$ cat src/common/dmr_pkg.sv
// Constants, field layouts and carrier types for the mode-register block
package dmr_pkg;

  localparam int ADDR_W = 13;
  localparam int BA_W = 3;

  // Bank-address codes of the mode-register family
  localparam logic [2:0] BA_MR = 3'h0;
  localparam logic [2:0] BA_EMR1 = 3'h1;
  localparam logic [2:0] BA_EMR2 = 3'h2;
  localparam logic [2:0] BA_EMR3 = 3'h3;

  // Operating mode register fields
  localparam int MR_BL_LSB = 0;
  localparam int MR_BT_POS = 3;
  localparam int MR_CL_LSB = 4;
  localparam int MR_TM_POS = 7;
  localparam int MR_DLLRST_POS = 8;
  localparam int MR_WR_LSB = 9;

  // Extended mode register one fields
  localparam int E1_DLL_POS = 0;
  localparam int E1_DS_POS = 1;
  localparam int E1_ODT0_POS = 2;
  localparam int E1_AL_LSB = 3;
  localparam int E1_ODT1_POS = 6;
  localparam int E1_OCD_LSB = 7;
  localparam int E1_DQSN_POS = 10;
  localparam int E1_RDQS_POS = 11;
  localparam int E1_QOFF_POS = 12;

  // Legal burst-length codes
  localparam logic [2:0] BL_CODE_4 = 3'h2;
  localparam logic [2:0] BL_CODE_8 = 3'h3;
  // Supported CAS-latency code range (whole clocks only)
  localparam logic [2:0] CL_CODE_MIN = 3'h2;
  localparam logic [2:0] CL_CODE_MAX = 3'h7;

  // Register contents after reset; undefined on the device, zero here
  localparam logic [12:0] REG_RESET = 13'h0000;

  // DLL lock time in clocks
  localparam int DLL_LOCK_CLOCKS = 200;
  localparam int LOCK_CNT_W = 8;

  typedef struct packed {
    logic cke;
    logic cs_n;
    logic ras_n;
    logic cas_n;
    logic we_n;
    logic [BA_W-1:0] ba;
    logic [ADDR_W-1:0] addr;
  } dmr_cmd_t;

  typedef struct packed {
    logic [2:0] burst_len;
    logic burst_interleave;
    logic [2:0] cas_lat;
    logic test_mode;
    logic [2:0] write_recovery;
    logic dll_disable;
    logic reduced_drive;
    logic [1:0] odt_sel;
    logic [2:0] add_lat;
    logic [2:0] ocd_mode;
    logic dqs_n_disable;
    logic rdqs_enable;
    logic outputs_off;
  } dmr_cfg_t;

endpackage : dmr_pkg

$ cat src/logic/dmr_dll_lock.sv
// DLL lock timer: counts clocks after the DLL is enabled or reset
`timescale 1ns/10ps
`default_nettype none
module dmr_dll_lock #(
  parameter int LOCK_CYCLES = dmr_pkg::DLL_LOCK_CLOCKS
) (
  input wire logic clk_sys, // System clock
  input wire logic reset_n, // Async reset, active low
  input wire logic dll_on, // DLL enabled and powered
  input wire logic dll_reset, // One-cycle DLL reset request
  output logic locked // Lock time elapsed
);

  // Refuse lock times the counter cannot reach
  if (LOCK_CYCLES < 1 || LOCK_CYCLES >= (1 << dmr_pkg::LOCK_CNT_W)) begin : g_bad_lock
    $error("LOCK_CYCLES out of range for counter width");
  end

  localparam logic [dmr_pkg::LOCK_CNT_W-1:0] LOCK_END = dmr_pkg::LOCK_CNT_W'(LOCK_CYCLES);

  logic [dmr_pkg::LOCK_CNT_W-1:0] cnt_ff;
  logic locked_ff;

  // Any DLL reset or loss of enable restarts the wait
  always_ff @(posedge clk_sys or negedge reset_n) begin
    if (!reset_n) begin
      cnt_ff <= '0;
      locked_ff <= 1'b0;
    end else if (!dll_on) begin
      cnt_ff <= '0;
      locked_ff <= 1'b0;
    end else if (dll_reset) begin
      cnt_ff <= '0;
      locked_ff <= 1'b0;
    end else if (!locked_ff && cnt_ff != '1) begin
      cnt_ff <= cnt_ff + 1'b1;
      if (cnt_ff == LOCK_END - 1'b1) begin
        locked_ff <= 1'b1;
      end
    end
  end

  assign locked = locked_ff;

endmodule : dmr_dll_lock
`default_nettype wire

$ cat src/logic/dmr_top.sv
// Mode and extended mode register decode, DLL control and self-refresh tracking
// What this block does
// - Bank code 010 writes extended register two
// - Bank code 011 writes extended register three
// - Mode write with A8 high resets DLL
// - Mode write with A8 low keeps DLL
// - Mode writes never touch array contents
// - All-low command and bank captures A0..A12
// - Decode burst length, type, CAS latency
// - Decode test mode, DLL reset, write recovery
// - Decode DLL, drive, AL, OCD, strobe, ODT
// - Self refresh disables, exit re-enables DLL
// - A11 low disables redundant read strobe
`timescale 1ns/10ps
`default_nettype none
module dmr_top #(
  parameter int LOCK_CYCLES = dmr_pkg::DLL_LOCK_CLOCKS
) (
  input wire logic CLK_SYS, // Device clock, commands sampled on rising edge
  input wire logic RESET_N, // Async reset, active low, stands for power-up
  input wire dmr_pkg::dmr_cmd_t CMD_IN, // Command, bank and address pins
  output dmr_pkg::dmr_cfg_t MODE_CFG, // Decoded mode fields
  output logic [12:0] MR_OUT, // Operating mode register contents
  output logic [12:0] EMR1_OUT, // Extended register one contents
  output logic [12:0] EMR2_OUT, // Extended register two contents
  output logic [12:0] EMR3_OUT, // Extended register three contents
  output logic [3:0] PROGRAMMED, // Written since reset, bit per register
  output logic MODE_WRITE, // Pulse: a register was written
  output logic MODE_LEGAL, // Burst length and CAS latency supported
  output logic DLL_ACTIVE, // DLL enabled and running
  output logic DLL_RESET, // Pulse: DLL reset taking place
  output logic DLL_LOCKED, // DLL lock time elapsed
  output logic SELF_REFRESH // Device in self refresh
);

  typedef enum logic [2:0] {
    ST_CKE_OFF = 3'b001,
    ST_RUN = 3'b010,
    ST_SREF = 3'b100
  } dmr_state_t;

  function automatic logic is_mode_cmd(input dmr_pkg::dmr_cmd_t c);
    is_mode_cmd = !c.cs_n && !c.ras_n && !c.cas_n && !c.we_n;
  endfunction : is_mode_cmd

  function automatic logic is_refresh_cmd(input dmr_pkg::dmr_cmd_t c);
    is_refresh_cmd = !c.cs_n && !c.ras_n && !c.cas_n && c.we_n;
  endfunction : is_refresh_cmd

  dmr_state_t state_ff;
  dmr_state_t nxt_state;
  logic cke_prev_ff;
  logic [12:0] mr_ff;
  logic [12:0] emr1_ff;
  logic [12:0] emr2_ff;
  logic [12:0] emr3_ff;
  logic [3:0] prog_ff;
  logic write_ff;
  logic dll_rst_ff;
  logic cmd_taken;
  logic mode_wr;
  logic sref_entry;
  logic sref_exit;
  logic dll_on;

  // CKE registered high on this and the previous edge gates commands
  assign cmd_taken = (state_ff == ST_RUN) && cke_prev_ff && CMD_IN.cke;
  assign mode_wr = cmd_taken && is_mode_cmd(CMD_IN);
  assign sref_entry = (state_ff == ST_RUN) && cke_prev_ff && !CMD_IN.cke
                      && is_refresh_cmd(CMD_IN);
  assign sref_exit = (state_ff == ST_SREF) && CMD_IN.cke;

  always_ff @(posedge CLK_SYS or negedge RESET_N) begin
    if (!RESET_N) begin
      cke_prev_ff <= 1'b0;
    end else begin
      cke_prev_ff <= CMD_IN.cke;
    end
  end

  always_comb begin
    nxt_state = state_ff;
    unique case (state_ff)
      ST_CKE_OFF: begin
        if (CMD_IN.cke) begin
          nxt_state = ST_RUN;
        end
      end
      ST_RUN: begin
        if (sref_entry) begin
          nxt_state = ST_SREF;
        end else if (!CMD_IN.cke) begin
          nxt_state = ST_CKE_OFF;
        end
      end
      ST_SREF: begin
        if (sref_exit) begin
          nxt_state = ST_RUN;
        end
      end
      default: nxt_state = ST_CKE_OFF;
    endcase
  end

  always_ff @(posedge CLK_SYS or negedge RESET_N) begin
    if (!RESET_N) begin
      state_ff <= ST_CKE_OFF;
    end else begin
      state_ff <= nxt_state;
    end
  end

  // Whole-register replace on every write; array logic never sees these
  always_ff @(posedge CLK_SYS or negedge RESET_N) begin
    if (!RESET_N) begin
      mr_ff <= dmr_pkg::REG_RESET;
      emr1_ff <= dmr_pkg::REG_RESET;
      emr2_ff <= dmr_pkg::REG_RESET;
      emr3_ff <= dmr_pkg::REG_RESET;
    end else if (mode_wr) begin
      unique case (CMD_IN.ba)
        dmr_pkg::BA_MR: mr_ff <= CMD_IN.addr;
        dmr_pkg::BA_EMR1: emr1_ff <= CMD_IN.addr;
        dmr_pkg::BA_EMR2: emr2_ff <= CMD_IN.addr;
        dmr_pkg::BA_EMR3: emr3_ff <= CMD_IN.addr;
        default: begin
        end
      endcase
    end
  end

  // Bank codes with BA2 high address nothing and are dropped
  always_ff @(posedge CLK_SYS or negedge RESET_N) begin
    if (!RESET_N) begin
      prog_ff <= 4'h0;
      write_ff <= 1'b0;
    end else begin
      write_ff <= mode_wr && !CMD_IN.ba[2];
      if (mode_wr && !CMD_IN.ba[2]) begin
        prog_ff[CMD_IN.ba[1:0]] <= 1'b1;
      end
    end
  end

  // DLL reset only on A8 high in the operating register, or self-refresh exit
  always_ff @(posedge CLK_SYS or negedge RESET_N) begin
    if (!RESET_N) begin
      dll_rst_ff <= 1'b0;
    end else begin
      dll_rst_ff <= (mode_wr && CMD_IN.ba == dmr_pkg::BA_MR
                     && CMD_IN.addr[dmr_pkg::MR_DLLRST_POS])
                    || sref_exit;
    end
  end

  // A0 low enables; an unwritten register leaves the DLL off
  assign dll_on = prog_ff[1] && !emr1_ff[dmr_pkg::E1_DLL_POS]
                  && (state_ff != ST_SREF);

  dmr_dll_lock #(
    .LOCK_CYCLES(LOCK_CYCLES)
  ) u_dll_lock (
    .clk_sys(CLK_SYS),
    .reset_n(RESET_N),
    .dll_on(dll_on),
    .dll_reset(dll_rst_ff),
    .locked(DLL_LOCKED)
  );

  always_comb begin
    MODE_CFG.burst_len = mr_ff[dmr_pkg::MR_BL_LSB +: 3];
    MODE_CFG.burst_interleave = mr_ff[dmr_pkg::MR_BT_POS];
    MODE_CFG.cas_lat = mr_ff[dmr_pkg::MR_CL_LSB +: 3];
    MODE_CFG.test_mode = mr_ff[dmr_pkg::MR_TM_POS];
    MODE_CFG.write_recovery = mr_ff[dmr_pkg::MR_WR_LSB +: 3];
    MODE_CFG.dll_disable = emr1_ff[dmr_pkg::E1_DLL_POS];
    MODE_CFG.reduced_drive = emr1_ff[dmr_pkg::E1_DS_POS];
    MODE_CFG.odt_sel = {emr1_ff[dmr_pkg::E1_ODT1_POS], emr1_ff[dmr_pkg::E1_ODT0_POS]};
    MODE_CFG.add_lat = emr1_ff[dmr_pkg::E1_AL_LSB +: 3];
    MODE_CFG.ocd_mode = emr1_ff[dmr_pkg::E1_OCD_LSB +: 3];
    MODE_CFG.dqs_n_disable = emr1_ff[dmr_pkg::E1_DQSN_POS];
    MODE_CFG.rdqs_enable = emr1_ff[dmr_pkg::E1_RDQS_POS];
    MODE_CFG.outputs_off = emr1_ff[dmr_pkg::E1_QOFF_POS];
  end

  // Half-clock latencies and other burst lengths are flagged unsupported
  assign MODE_LEGAL = (mr_ff[dmr_pkg::MR_BL_LSB +: 3] == dmr_pkg::BL_CODE_4
                       || mr_ff[dmr_pkg::MR_BL_LSB +: 3] == dmr_pkg::BL_CODE_8)
                      && mr_ff[dmr_pkg::MR_CL_LSB +: 3] >= dmr_pkg::CL_CODE_MIN
                      && mr_ff[dmr_pkg::MR_CL_LSB +: 3] <= dmr_pkg::CL_CODE_MAX;

  assign MR_OUT = mr_ff;
  assign EMR1_OUT = emr1_ff;
  assign EMR2_OUT = emr2_ff;
  assign EMR3_OUT = emr3_ff;
  assign PROGRAMMED = prog_ff;
  assign MODE_WRITE = write_ff;
  assign DLL_ACTIVE = dll_on;
  assign DLL_RESET = dll_rst_ff;
  assign SELF_REFRESH = (state_ff == ST_SREF);

endmodule : dmr_top
`default_nettype wire

$ cat config.mk
export PLATFORM = sky130hd
export DESIGN_NAME = dmr_top
export DESIGN_NICKNAME = d
export VERILOG_FILES = /design/src/common/dmr_pkg.sv /design/src/logic/dmr_dll_lock.sv /design/src/logic/dmr_top.sv
export SDC_FILE = /design/constraint.sdc
export NUM_CORES = 1
export LEC_CHECK = 0
export ABC_AREA = 1
export BUFFER_PORTS_ARGS = -buffer_cell sky130_fd_sc_hd__buf_2
export CAP_MARGIN = 20
export CORE_MARGIN = 3
export CORE_UTILIZATION = 43
export DETAILED_ROUTE_END_ITERATION = 7
export PLACE_DENSITY = 0.76
export SLEW_MARGIN = 0
export SYNTH_ARGS = -nofsm -noshare
export SYNTH_HDL_FRONTEND = slang
export SYNTH_HIERARCHICAL = 1
export SYNTH_SLANG_ARGS = --single-unit
$ cat constraint.sdc
create_clock -name CLK_SYS -period 2.5 [get_ports CLK_SYS]
set_clock_uncertainty 0.05 [all_clocks]
set_input_delay 0.25 -clock CLK_SYS [delete_from_list [all_inputs] [get_ports CLK_SYS]]
set_output_delay 0.25 -clock CLK_SYS [all_outputs]
set_load 0.01 [all_outputs]
==> results.sh <==
export IMPL_wl_met2_mm=4.20
export IMPL_p_per_area_nw_per_um2=690
export IMPL_maxSlewHeadroom=0.412
export IMPL_drive_gt1_frac=0.316
export IMPL_yosysMostFrequentCell="nand2_1"
export IMPL_first_pass_iters=4
export IMPL_die_w_microns=95.3
export IMPL_peakVddDrop_v=0.000296
export IMPL_dr_total_vias=2928
export IMPL_path_cells="inv_2 > nand3_1 > inv_1 > nor3_1 > inv_1 > nor2_1 > nand2_4 > a21oi_2 > nor2_1"
export IMPL_r2r_end="u_dll_lock/cnt_ff[2]$_DFFE_PN0P_"
export IMPL_start_kind="flop"
export IMPL_antennaDiodeCount=0
export IMPL_synth_seq_area_share=0.518
export IMPL_critPathSlowestCell="dfstp_2"
export IMPL_dp_hpwl_mm=6.14
export IMPL_timing_rr_start="state_ff[0]$_DFFE_PN1P_"
export IMPL_crit_fanout=7
export IMPL_drc=0
export IMPL_tightest_slew_ns=0.882
export IMPL_synth_edff_count=0
export IMPL_wirelength_mm=8.69
export IMPL_cts_repair_resized=0
export IMPL_nNetsFinal=494
export IMPL_power_leakage_nw=2.42
export IMPL_cts_root_buffer="clkbuf_8"
export IMPL_cp_startpoint="state_ff[0]$_DFFE_PN1P_"
export IMPL_cts_buffers_inserted=9
export IMPL_ys_warn_count=6
export IMPL_crit_type="reg -> reg"
export IMPL_ant_nets=0
export IMPL_synth_distinct_cells=29
export IMPL_port_buffers=108
export IMPL_yosysTopAreaCell="dfrtp_1"
export IMPL_yosys_register_bits=71
export IMPL_endpoint="u_dll_lock/cnt_ff[2]$_DFFE_PN0P_"
export IMPL_cap_violations=0
export IMPL_ys_top_cells_by_count="nand2_1 (131), dfrtp_1 (70), nand4_1 (53)"
export IMPL_rsz0062_at_grt="false"
export IMPL_synthArstFlopShare=1.00
export IMPL_finalMaxSlewViolations=0
export IMPL_htreeDepth=3
export IMPL_reg2reg_slack_ns=0.46
export IMPL_tns_ns=0
export IMPL_antenna_found_initial=0
export IMPL_final_core_util=0.540
export IMPL_cts_tree="done"
export IMPL_wl_per_cell_microns=15.1
export IMPL_min_period_over_period=0.818
export IMPL_dr_wl_met3_microns=689
export IMPL_clock_fmax_ghz=0.489
export IMPL_crit_arrival_ns=2.23
export IMPL_clockBufferDepth=2
export IMPL_clock_latency_ns=0.35
export IMPL_syn_nets=412
export IMPL_crit_path_end_kind="flop"
export IMPL_die_area_sq_um=9080
export IMPL_fp_dieH_microns=95.3
export IMPL_r2r_cells=9
export IMPL_outcome="finished clean"
export IMPL_fin_area_sq_um=4050
export IMPL_syn_area_per_cell_sq_um=8.84
export IMPL_grt_pass1_vias=2720
export IMPL_grt_pass1_wl_mm=13.8
export IMPL_yosys_area_top_type_share=0.511
export IMPL_grt_overflow=0
export IMPL_worstPathRequired_ns=2.69
export IMPL_top_layer="met4"
export IMPL_cts_sinks=71
export IMPL_ioPinCount=109
export IMPL_fp_coreArea_sq_um=7490
export IMPL_dpl_cell_count=557
export IMPL_grt_max_degree=38
export IMPL_synthFlopType="dfrtp_1"
export IMPL_std_cell_rows=31
export IMPL_area_delta_synth_final_pct=17.9
export IMPL_viasPerCell=5.10
export IMPL_period_needed_ns=2.04
export IMPL_gp_congestion=0.806
export IMPL_place_area_sq_um=3830
export IMPL_hold_viol_final=0
export IMPL_instances_no_fill=574
export IMPL_hp_class="in -> reg"
export IMPL_path_clk_slew_ns=0.08
export IMPL_finalSetupViolCount=0
export IMPL_yosys_top_cells_area="dfrtp_1 (51%), nand2_1 (14%), nand4_1 (9.7%)"
export IMPL_start_util=0.458
export IMPL_fin_hold_ws_ns=0.0338
export IMPL_max_stage_delay_ns=0.55
export IMPL_dr_first_iter_drc_count=223
export IMPL_netlist_area_sq_um=3430
export IMPL_grt_use_total=0.200
export IMPL_wl_met1_mm=3.65
export IMPL_syn_inst=388
[flip-flops by register name (all words and copies together) (netlist names)]
register	count
MR_OUT	13
cke_prev_ff	1
MODE_WRITE	1
PROGRAMMED	4
u_dll_lock/locked	1
u_dll_lock/cnt_ff	8
state_ff	3
EMR1_OUT	13
DLL_RESET	1
EMR3_OUT	13
EMR2_OUT	13
[power by group]
part           switching [W]  internal [W]  total, W
sequential          0.000105       0.00124   0.00135
combinational       0.000323      0.000178  0.000501
clock               0.000451      0.000493  0.000944
[repair_timing]
item                      CTS  global route
setup buffers               0             0
hold endpoints to repair   34             0
hold buffers                1             0
[worst min-delay path by stage]
stage	to	startpoint	depth (start not counted)	slack, ns
2_1_floorplan	DLL_RESET$_DFF_PN0_	RESET_N	0	-0.1
3_3_place_gp	MODE_WRITE$_DFF_PN0_	RESET_N	1	0.34
3_5_place_dp	MODE_WRITE$_DFF_PN0_	RESET_N	1	0.36
4_1_cts	cke_prev_ff$_DFF_PN0_	CMD_IN[20]	1	0.02
5_1_grt	cke_prev_ff$_DFF_PN0_	CMD_IN[20]	1	0.03
6_report	cke_prev_ff$_DFF_PN0_	CMD_IN[20]	1	0.03
[layout make-up]
cell class / count / area (sq um)
Fill cell: 720 / 3440
Sequential cell: 71 / 1780
Multi-Input combinational cell: 247 / 1230
Timing Repair Buffer: 115 / 608
Clock buffer: 10 / 138
Tap cell: 99 / 124
Inverter: 26 / 98.8
Clock inverter: 6 / 68.8
[stage by stage]
stage | setup slack, ns | power [W]
floorplan | 0.491 | 0.00171
global placement | 0.549 | 0.00184
detailed placement | 0.454 | 0.00186
CTS | 0.464 | 0.00281
global route | 0.238 | 0.00294
finish | 0.456 | 0.00279
[logic make-up after synthesis]
kind of cell    after synthesis  share of synthesized area
simple gates                231                      0.329
buf+inv                      70                      0.124
compound gates               14                     0.0219
flops                        71                      0.518
xor+xnor                      1                    0.00255
fa+ha+maj                     1                    0.00365
[critical path: cells and delay by family (launching register included)]
family	cells	cell delay, ns
DFF	1	0.55
AOI/OAI and AO/OA	1	0.13
buffers and inverters	3	0.20
and+or+nand+nor	5	1.00
[cell usage in the layout (no fill, tap or decap), drive strengths merged]
cell / n
nand2: 135
buf: 114
dfrtp: 70
nand4: 53
inv: 26
nor2: 21
nand3: 18
clkbuf: 10
o21ai: 7
a21oi: 6
clkinv: 4
nor3: 3
and2: 1
a31oi: 1
bufinv: 1
clkinvlp: 1
dlygate4sd3: 1
dfstp: 1
xor2: 1
ha: 1
[routing by layer]
layer / vias up / track usage
met5: - / 0
met4: 0 / 0.0733
met3: 13 / 0.0474
met2: 120 / 0.306
met1: 1374 / 0.277
li1: 1421 / -
Note: power is estimated with default switching activity, not from simulation.
